--- src/shared/stc_pkg.sv ---
/*
 * Constants, register map and carrier types of the system time control loop.
 * Assumes a byte-wide register access from the network side and the local host side.
 */
package stc_pkg;
    localparam logic [11:0] STC_OFFSET_ADDR = 12'h920;
    localparam logic [11:0] STC_DELAY_ADDR  = 12'h928;
    localparam logic [11:0] STC_DIFF_ADDR   = 12'h92C;
    localparam logic [11:0] STC_START_ADDR  = 12'h930;
    localparam logic [11:0] STC_SDIFF_ADDR  = 12'h932;
    localparam logic [11:0] STC_DFILT_ADDR  = 12'h934;
    localparam logic [11:0] STC_SFILT_ADDR  = 12'h935;
    localparam int          STC_MAP_BYTES   = 22;
    // byte indices inside the map image
    localparam int          STC_IDX_DELAY   = 8;
    localparam int          STC_IDX_START   = 16;
    localparam int          STC_IDX_DFILT   = 20;
    localparam int          STC_IDX_SFILT   = 21;

    localparam logic [63:0] STC_OFFSET_RST  = 64'h0;
    localparam logic [31:0] STC_DELAY_RST   = 32'h0;
    localparam logic [14:0] STC_START_RST   = 15'h1000;
    localparam logic [3:0]  STC_DFILT_RST   = 4'h4;
    localparam logic [3:0]  STC_SFILT_RST   = 4'hC;
    localparam logic [15:0] STC_SPEED_FLOOR = 16'h007F;

    localparam int          STC_CLK_PERIOD_NS = 4;
    localparam logic [63:0] STC_STEP_NS     = 64'(STC_CLK_PERIOD_NS);

    typedef struct packed {
        logic        wr;
        logic        rd;
        logic [11:0] addr;
        logic [7:0]  wdata;
    } stc_acc_t;

    typedef struct packed {
        logic        sof;
        logic        cmp;
        logic [31:0] rx_time;
    } stc_frame_t;
endpackage : stc_pkg

--- src/verilog/stc_avg.sv ---
/*
 * Exponential averaging filter: mean moves by (sample - mean) / 2^depth per sample.
 * Assumes load and clear are single-cycle strobes on the same clock.
 */
`timescale 1ns/1ps
`default_nettype none
module stc_avg (
    input  wire logic               sys_clk_i,
    input  wire logic               rst_i,
    input  wire logic               ce_i,
    input  wire logic               clr_i,
    input  wire logic               load_i,
    input  wire logic signed [31:0] sample_i,
    input  wire logic        [3:0]  depth_i,
    output logic signed      [31:0] mean_o
);
    logic signed [31:0] mean_reg;
    logic signed [31:0] mean_next;
    logic signed [32:0] delta;

    always_comb begin
        delta     = 33'(sample_i) - 33'(mean_reg);
        mean_next = mean_reg;
        if (clr_i) begin
            mean_next = '0;
        end else if (load_i) begin
            mean_next = 32'(33'(mean_reg) + (delta >>> depth_i));
        end
    end

    always_ff @(posedge sys_clk_i or posedge rst_i) begin
        if (rst_i) begin
            mean_reg <= '0;
        end else if (ce_i) begin
            mean_reg <= mean_next;
        end
    end

    assign mean_o = mean_reg;
endmodule : stc_avg
`default_nettype wire

--- src/verilog/stc_loop.sv ---
/*
 * System time control loop: offset, delay, filtered difference, speed counter
 * and filter depth registers, with the local copy of system time.
 * Assumes both register ports and frame strobes come from logic on sys_clk_i.
 */
`timescale 1ns/1ps
`default_nettype none
// Summary of operation
// System time copy is free-running local time plus the 64-bit offset; the code also adds the speed counter correction adj_reg.
// A 32-bit propagation delay is added to the copy latched at frame start.
// Controller should write speed start after changing the delay.
// Bits 30:0 of the difference register show filtered mean magnitude.
// Bit 31 is set when the local copy is below the received time.
// 15-bit speed start sets loop bandwidth; bit 15 reads zero.
// Software keeps speed start between 0x0080 and 0x3FFF.
// Writing speed start clears the difference and period deviation values.
// Period deviation is 16-bit two's complement, limited to start minus 0x7F.
// Difference filter depth is 4 bits; a write clears the difference.
// Speed filter depth is 4 bits; a write resets the speed filter.
// Network side may write; host side writes only under host control.
// Software derives clock deviation from start and deviation once settled.
// Received system time is compared at frame end with the latched copy.
// Reserved filter depth bits read zero and ignore writes.
module stc_loop (
    input  wire logic                sys_clk_i,
    input  wire logic                rst_i,
    input  wire logic                ce_i,
    input  wire logic                host_ctrl_i,
    input  wire stc_pkg::stc_acc_t   net_acc_i,
    input  wire stc_pkg::stc_acc_t   host_acc_i,
    input  wire stc_pkg::stc_frame_t frame_i,
    output logic [7:0]               net_rdata_o,
    output logic [7:0]               host_rdata_o,
    output logic [63:0]              sys_time_o
);
    import stc_pkg::*;

    logic [63:0]        offset_reg, offset_next;
    logic [31:0]        delay_reg, delay_next;
    logic [14:0]        start_reg, start_next;
    logic [3:0]         dfilt_reg, dfilt_next;
    logic [3:0]         sfilt_reg, sfilt_next;
    logic [63:0]        local_reg, local_next;
    logic [63:0]        adj_reg, adj_next;
    logic [63:0]        sys_reg, sys_next;
    logic [63:0]        latch_reg, latch_next;
    logic signed [15:0] speed_reg, speed_next;
    logic [15:0]        cnt_reg, cnt_next;
    logic [7:0]         nrd_reg, nrd_next;
    logic [7:0]         hrd_reg, hrd_next;

    stc_acc_t            wacc;
    logic                wen;
    logic [11:0]         widx;
    logic                start_wr, dfilt_wr, sfilt_wr;
    logic signed [31:0]  diff_raw, diff_mean, dev_mean;
    logic [31:0]         diff_reg_val;
    logic signed [15:0]  dev_val, limit;
    logic [15:0]         dev_mag;
    logic [8*STC_MAP_BYTES-1:0] image;

    function automatic logic [7:0] map_byte(input logic [11:0] a,
                                            input logic [8*STC_MAP_BYTES-1:0] img);
        logic [11:0] i;
        i = a - STC_OFFSET_ADDR;
        if (a >= STC_OFFSET_ADDR && i < 12'(STC_MAP_BYTES)) begin
            map_byte = img[8*i+:8];
        end else begin
            map_byte = 8'h00;
        end
    endfunction : map_byte

    stc_avg u_diff_avg (
        .sys_clk_i (sys_clk_i),
        .rst_i     (rst_i),
        .ce_i      (ce_i),
        .clr_i     (start_wr | dfilt_wr),
        .load_i    (frame_i.cmp),
        .sample_i  (diff_raw),
        .depth_i   (dfilt_reg),
        .mean_o    (diff_mean)
    );

    stc_avg u_speed_avg (
        .sys_clk_i (sys_clk_i),
        .rst_i     (rst_i),
        .ce_i      (ce_i),
        .clr_i     (start_wr | sfilt_wr),
        .load_i    (frame_i.cmp),
        .sample_i  (32'(speed_reg)),
        .depth_i   (sfilt_reg),
        .mean_o    (dev_mean)
    );

    always_comb begin
        // network write has priority; host write only under host control
        wen  = net_acc_i.wr | (host_acc_i.wr & host_ctrl_i);
        wacc = net_acc_i.wr ? net_acc_i : host_acc_i;
        widx = wacc.addr - STC_OFFSET_ADDR;
        if (wacc.addr < STC_OFFSET_ADDR || widx >= 12'(STC_MAP_BYTES)) begin
            wen = 1'b0;
        end
        start_wr = wen && (widx == 12'(STC_IDX_START) || widx == 12'(STC_IDX_START + 1));
        dfilt_wr = wen && widx == 12'(STC_IDX_DFILT);
        sfilt_wr = wen && widx == 12'(STC_IDX_SFILT);

        offset_next = offset_reg;
        delay_next  = delay_reg;
        start_next  = start_reg;
        dfilt_next  = dfilt_reg;
        sfilt_next  = sfilt_reg;
        if (wen) begin
            for (int b = 0; b < 8; b++) begin
                if (widx == 12'(b)) offset_next[8*b+:8] = wacc.wdata;
            end
            for (int b = 0; b < 4; b++) begin
                if (widx == 12'(STC_IDX_DELAY + b)) delay_next[8*b+:8] = wacc.wdata;
            end
            if (widx == 12'(STC_IDX_START)) start_next[7:0] = wacc.wdata;
            if (widx == 12'(STC_IDX_START + 1)) start_next[14:8] = wacc.wdata[6:0];
            if (dfilt_wr) dfilt_next = wacc.wdata[3:0];
            if (sfilt_wr) sfilt_next = wacc.wdata[3:0];
        end
    end

    always_comb begin
        diff_raw = $signed(latch_reg[31:0] - frame_i.rx_time);
        limit    = $signed({1'b0, start_reg}) - $signed(STC_SPEED_FLOOR);
        dev_val  = 16'(dev_mean);
        dev_mag  = dev_val[15] ? 16'(-dev_val) : 16'(dev_val);
        diff_reg_val[31]   = diff_mean[31];
        diff_reg_val[30:0] = diff_mean[31] ? 31'(-diff_mean) : diff_mean[30:0];

        image = {4'h0, sfilt_reg, 4'h0, dfilt_reg, dev_val, 1'b0, start_reg,
                 diff_reg_val, delay_reg, offset_reg};

        speed_next = speed_reg;
        if (start_wr) begin
            speed_next = '0;
        end else if (frame_i.cmp) begin
            if (diff_raw < 0 && speed_reg < limit) begin
                speed_next = speed_reg + 16'sd1;
            end else if (diff_raw > 0 && speed_reg > -limit) begin
                speed_next = speed_reg - 16'sd1;
            end
        end

        // speed counter: a one-nanosecond correction, signed as the deviation, each time it runs out with nonzero deviation
        cnt_next = cnt_reg - 16'h0001;
        adj_next = adj_reg;
        if (cnt_reg == 16'h0000) begin
            cnt_next = {1'b0, start_reg} - dev_mag;
            if (dev_val > 0) adj_next = adj_reg + 64'h1;
            else if (dev_val < 0) adj_next = adj_reg - 64'h1;
        end
        if (wen && widx < 12'(STC_IDX_DELAY)) begin
            adj_next = '0;
        end

        local_next = local_reg + STC_STEP_NS;
        sys_next   = local_reg + offset_reg + adj_reg;
        latch_next = frame_i.sof ? sys_reg + {32'h0, delay_reg} : latch_reg;
        nrd_next   = net_acc_i.rd ? map_byte(net_acc_i.addr, image) : nrd_reg;
        hrd_next   = host_acc_i.rd ? map_byte(host_acc_i.addr, image) : hrd_reg;
    end

    always_ff @(posedge sys_clk_i or posedge rst_i) begin
        if (rst_i) begin
            offset_reg <= STC_OFFSET_RST;
            delay_reg  <= STC_DELAY_RST;
            start_reg  <= STC_START_RST;
            dfilt_reg  <= STC_DFILT_RST;
            sfilt_reg  <= STC_SFILT_RST;
            local_reg  <= '0;
            adj_reg    <= '0;
            sys_reg    <= '0;
            latch_reg  <= '0;
            speed_reg  <= '0;
            cnt_reg    <= '0;
            nrd_reg    <= '0;
            hrd_reg    <= '0;
        end else if (ce_i) begin
            offset_reg <= offset_next;
            delay_reg  <= delay_next;
            start_reg  <= start_next;
            dfilt_reg  <= dfilt_next;
            sfilt_reg  <= sfilt_next;
            local_reg  <= local_next;
            adj_reg    <= adj_next;
            sys_reg    <= sys_next;
            latch_reg  <= latch_next;
            speed_reg  <= speed_next;
            cnt_reg    <= cnt_next;
            nrd_reg    <= nrd_next;
            hrd_reg    <= hrd_next;
        end
    end

    assign net_rdata_o  = nrd_reg;
    assign host_rdata_o = hrd_reg;
    assign sys_time_o   = sys_reg;

    host_block_a: assert property (@(posedge sys_clk_i) disable iff (rst_i)
        ce_i && !net_acc_i.wr && host_acc_i.wr && !host_ctrl_i
        |=> $stable(delay_reg) && $stable(start_reg) && $stable(offset_reg))
        else $error("host write taken without host control");
    start_clear_a: assert property (@(posedge sys_clk_i) disable iff (rst_i)
        ce_i && start_wr |=> diff_mean == 0 && dev_mean == 0 && speed_reg == 0)
        else $error("speed start write did not clear difference values");
    dfilt_clear_a: assert property (@(posedge sys_clk_i) disable iff (rst_i)
        ce_i && dfilt_wr |=> diff_mean == 0 && dfilt_reg == $past(wacc.wdata[3:0]))
        else $error("difference depth write did not clear mean");
    sfilt_clear_a: assert property (@(posedge sys_clk_i) disable iff (rst_i)
        ce_i && sfilt_wr |=> dev_mean == 0)
        else $error("speed depth write did not reset speed filter");
    diff_sign_a: assert property (@(posedge sys_clk_i) disable iff (rst_i)
        ce_i && frame_i.cmp && dfilt_reg == 4'h0 && !start_wr && !dfilt_wr
        |=> diff_reg_val[31] == $past($signed(latch_reg[31:0] - frame_i.rx_time) < 0))
        else $error("difference sign bit wrong");
    speed_limit_a: assert property (@(posedge sys_clk_i) disable iff (rst_i)
        speed_reg <= limit && speed_reg >= -limit || $changed(start_reg))
        else $error("speed value outside limit");
    sys_sum_a: assert property (@(posedge sys_clk_i) disable iff (rst_i)
        ce_i ##1 ce_i |=> sys_reg == $past(local_reg) + $past(offset_reg) + $past(adj_reg))
        else $error("system time copy is not local time plus offset");
    sof_latch_a: assert property (@(posedge sys_clk_i) disable iff (rst_i)
        ce_i && frame_i.sof |=> latch_reg == $past(sys_reg) + {32'h0, $past(delay_reg)})
        else $error("frame start latch lacks delay");
    depth_rsvd_a: assert property (@(posedge sys_clk_i) disable iff (rst_i)
        ce_i && net_acc_i.rd && net_acc_i.addr == STC_DFILT_ADDR |=> net_rdata_o[7:4] == 4'h0)
        else $error("reserved depth bits read nonzero");
    freeze_a: assert property (@(posedge sys_clk_i) disable iff (rst_i)
        !ce_i |=> $stable(sys_reg) && $stable(local_reg))
        else $error("state moved with clock enable low");

    cmp_cov: cover property (@(posedge sys_clk_i) disable iff (rst_i) ce_i && frame_i.cmp);
    start_cov: cover property (@(posedge sys_clk_i) disable iff (rst_i) ce_i && start_wr);
    host_cov: cover property (@(posedge sys_clk_i) disable iff (rst_i)
        ce_i && host_acc_i.wr && host_ctrl_i && !net_acc_i.wr);
endmodule : stc_loop
`default_nettype wire

--- config.mk ---
export PLATFORM = sky130hd
export DESIGN_NAME = stc_loop
export DESIGN_NICKNAME = d
export VERILOG_FILES = /design/src/shared/stc_pkg.sv /design/src/verilog/stc_avg.sv /design/src/verilog/stc_loop.sv
export SDC_FILE = /design/constraint.sdc
export NUM_CORES = 2
export LEC_CHECK = 0
export BUFFER_PORTS_ARGS = -buffer_cell sky130_fd_sc_hd__buf_2
export CAP_MARGIN = 10
export CORE_MARGIN = 5
export CORE_UTILIZATION = 50
export CTS_CLUSTER_DIAMETER = 80
export DETAILED_ROUTE_END_ITERATION = 7
export PLACE_DENSITY = 0.67
export SLEW_MARGIN = 25
export SYNTH_ARGS = -nofsm -noshare
export SYNTH_HDL_FRONTEND = slang
export SYNTH_SLANG_ARGS = --single-unit
--- constraint.sdc ---
create_clock -name sys_clk_i -period 22.4 [get_ports sys_clk_i]
set_clock_uncertainty 0.1 [all_clocks]
set_input_delay 1.12 -clock sys_clk_i [delete_from_list [all_inputs] [get_ports sys_clk_i]]
set_output_delay 1.12 -clock sys_clk_i [all_outputs]
set_load 0.01 [all_outputs]
==> results.md <==
- Status: finished, final reports clean
- # IOs: 162
- Die W: 308.4 um
- GRT Overall Usage: 0.2893
- Remaining antenna violation count: 0
- Minimum clock period: 8926 ps
- Post CTS Setup Buffer Count: 0
- Total wire length: 141.0 mm
- Final hold vios: 0
- Syn_nets: 5,753
- Element type at the critical path end: register
- Top cell type's share of synthesized area: 0.2523
- Initial cell density of the core: 0.5039
- First-pass DRT Iterations: 6
- CP max stage cell: a311oi_1
- Reg area: 11,340 sq um
- Routed vias: 39,997
- Worst hold path class: register to register
- Clock root buffer: clkbuf_16
- Number of flops mapped to enable cells by yosys: 0
- Detailed Place HPWL: 110.3 mm
- CTS tree: built
- Die height: 308.4 um
- Vias in the first global route: 38,344
- NetSw: 0.004071 W
- Comb pwr share: 0.721
- Kind of critical path: primary input to register
- Placement Cell Area: 46,350 sq um
- Clock network fraction of design power: 0.122
- Setup TNS: 0 ps
- Initial DRC count: 3,526
- List of most frequent post-synthesis cells: 610 x nand2_1, 476 x o21ai_0, 449 x dfrtp_1, 396 x a21oi_1, 393 x ha_1
- CTS sink cnt: 453
- PwrDens: 166.7 nW/um^2
- WL per Instance: 21.79 um
- Net count, final: 5,797
- Seq/Total Area, Yosys: 0.2547
- # DRC: 0
- Post-synthesis register bit count: 453
- Maxcap violations: 0
- Crit Path Max Fanout: 6
- Area delta synth->final: 8.657%
- DR vias/cell: 6.184
- Peak supply drop: 0.1318 mV
- Synth area leader: dfrtp_1
- Initial antenna violation count: 11
- CP startpoint kind: primary input
- Pint: 0.003994 W
- Fin crit share: 0.3985
- RSZ-0062 raised after global routing: false
- Gp weighted congestion: 0.9587
- Worst slew pin tran: 1093 ps
- Row Count: 109
- CP required: 22,780 ps
- First-pass GRT wire length: 220.1 mm
- Buffers on Ports: 161
- Core area: 88,370 sq um
- Final instance area: 48,390 sq um
- Leakage: 23.20 nW
- Slew Viols, Final: 0
- Clk buf depth: 3
- Setup Viol. Count Final: 0
- Clock Latency Late Sink: 670 ps
- Crit path top cell by count: a21oi_1
- Final hold slack: 392.5 ps
- Cts hold-fix bufs: 0
- Htree depth: 2
- Fmax: 0.1120 GHz
- Filler instances: 8,246
- Resized Gates After CTS: 0
- Most frequent cell after synthesis: nand2_1
- Switching Share: 0.5047
- Global route overflow: 0
- Post-synth ARST share: 1.000
- Syn Inst Count: 5,207
- Clock Pin Slew Worst Setup and Hold Paths: 60 ps
- Cell area after synthesis: 44,530 sq um
- Synth Area per Inst: 8.552 sq um
- Post-synth top flop: dfrtp_1
- Distinct cells, synth: 90
- CP peak stage delay: 630 ps
- Max-slew headroom: 0.2643
- Layout cells sized above 1: 0.1001
- Die Area: 95,130 sq um
- Largest net degree at the start of global routing: 138
- Flop pwr share: 0.156
- Area contributors post-synth: dfrtp_1 25%, ha_1 11%, xnor2_1 5.4%
- CP arrival: 9310 ps
- Area occupied by multi-input gates: 31,630 sq um
- Final Core Density: 0.5475
- Yosys warns: 0
- CTS Buf Count: 55
-- worst paths after layout --
kind / endpoint / slack (ps) / cells after the start / from
setup / recovery: u_diff_avg.mean_o[31] / 13470 / 33 / frame_i[0]
hold / removal: local_reg[63] / 390 / 1 / local_reg[63]
setup reg to reg: u_diff_avg.mean_o[31] / 13550 / 33 / latch_reg[0]
hold reg to reg: local_reg[63] / 390 / 1 / local_reg[63]
max in group asynchronous: sfilt_reg[0] / 20250 / 3 / rst_i
min in group asynchronous: adj_reg[9] / 430 / 2 / rst_i
-- layer usage --
metal	share of wire	vias up	wire length (um)	global-route usage
li1	-	19145	-	-
met1	0.44	19193	62060	0.4055
met2	0.44	1407	62070	0.4536
met3	0.081	248	11380	0.05514
met4	0.038	4	5419	0.09480
met5	0.00020	-	28	0
-- power by group through the flow --
stage / Clock (W) / Sequential (W) / Combinational, W
after global routing: 0.00104 / 0.00128 / 0.00644
after CTS: 0.00100 / 0.00125 / 0.00573
after detailed placement: 0 / 0.00127 / 0.00568
final: 0.000987 / 0.00126 / 0.00582
after floorplan: 0 / 0.00116 / 0.00446
after global placement: 0 / 0.00126 / 0.00564
-- critical path, delay by kind of cell --
kind / cells / cell delay, ps
muxes: 2 / 400
and+or+nand+nor: 5 / 1290
AOI/OAI and AO/OA: 17 / 4640
buffers and inverters: 2 / 130
xor gates and xnor gates: 3 / 440
adders and majority gates: 4 / 1270
-- per-stage QoR --
stage	setup slack (ps)	instances	total power [W]
floorplan	8560	5207	0.005620
global placement	13130	6359	0.006907
detailed placement	13160	6359	0.006949
CTS	13680	6462	0.007991
global route	12900	6462	0.008753
finish	13470	6468	0.008065
-- logic make-up (layout without fill, tap and decap cells) --
logic type	Yosys count	after routing	synth area share
compound gates	1601	1601	0.2255
xor+xnor	437	437	0.08595
fa+ha+maj	464	464	0.1423
buf+inv	432	522	0.03692
flops	453	453	0.2547
mux	320	320	0.09812
other cells	0	6	0
simple gates	1500	1500	0.1565
-- layout by cell type, fill, tap and decap left out, types with 67 or more instances in the layout --
master,count
mux2i_1,146
o21ai_0,476
inv_1,210
ha_1,393
dfrtp_1,449
nor3_1,84
xor2_1,163
a21oi_1,396
nand3_1,107
fa_1,71
nand2_1,609
nand4_1,69
nor2_1,305
o31ai_1,70
mux4_2,85
buf_2,158
a21o_1,176
xnor2_1,274
nand2b_1,67
mux2_2,82
-- cell type report --
type | instances | share of cell area
well taps | 1165 | 0.03013
flip-flops and latches | 453 | 0.2344
multi-input cells | 4322 | 0.6538
inverters | 220 | 0.01733
diodes | 6 | 0.0003103
clock inverters | 34 | 0.009904
repair buffers | 199 | 0.02278
clock buffers | 69 | 0.03139
(Power assumes the default switching activity.)
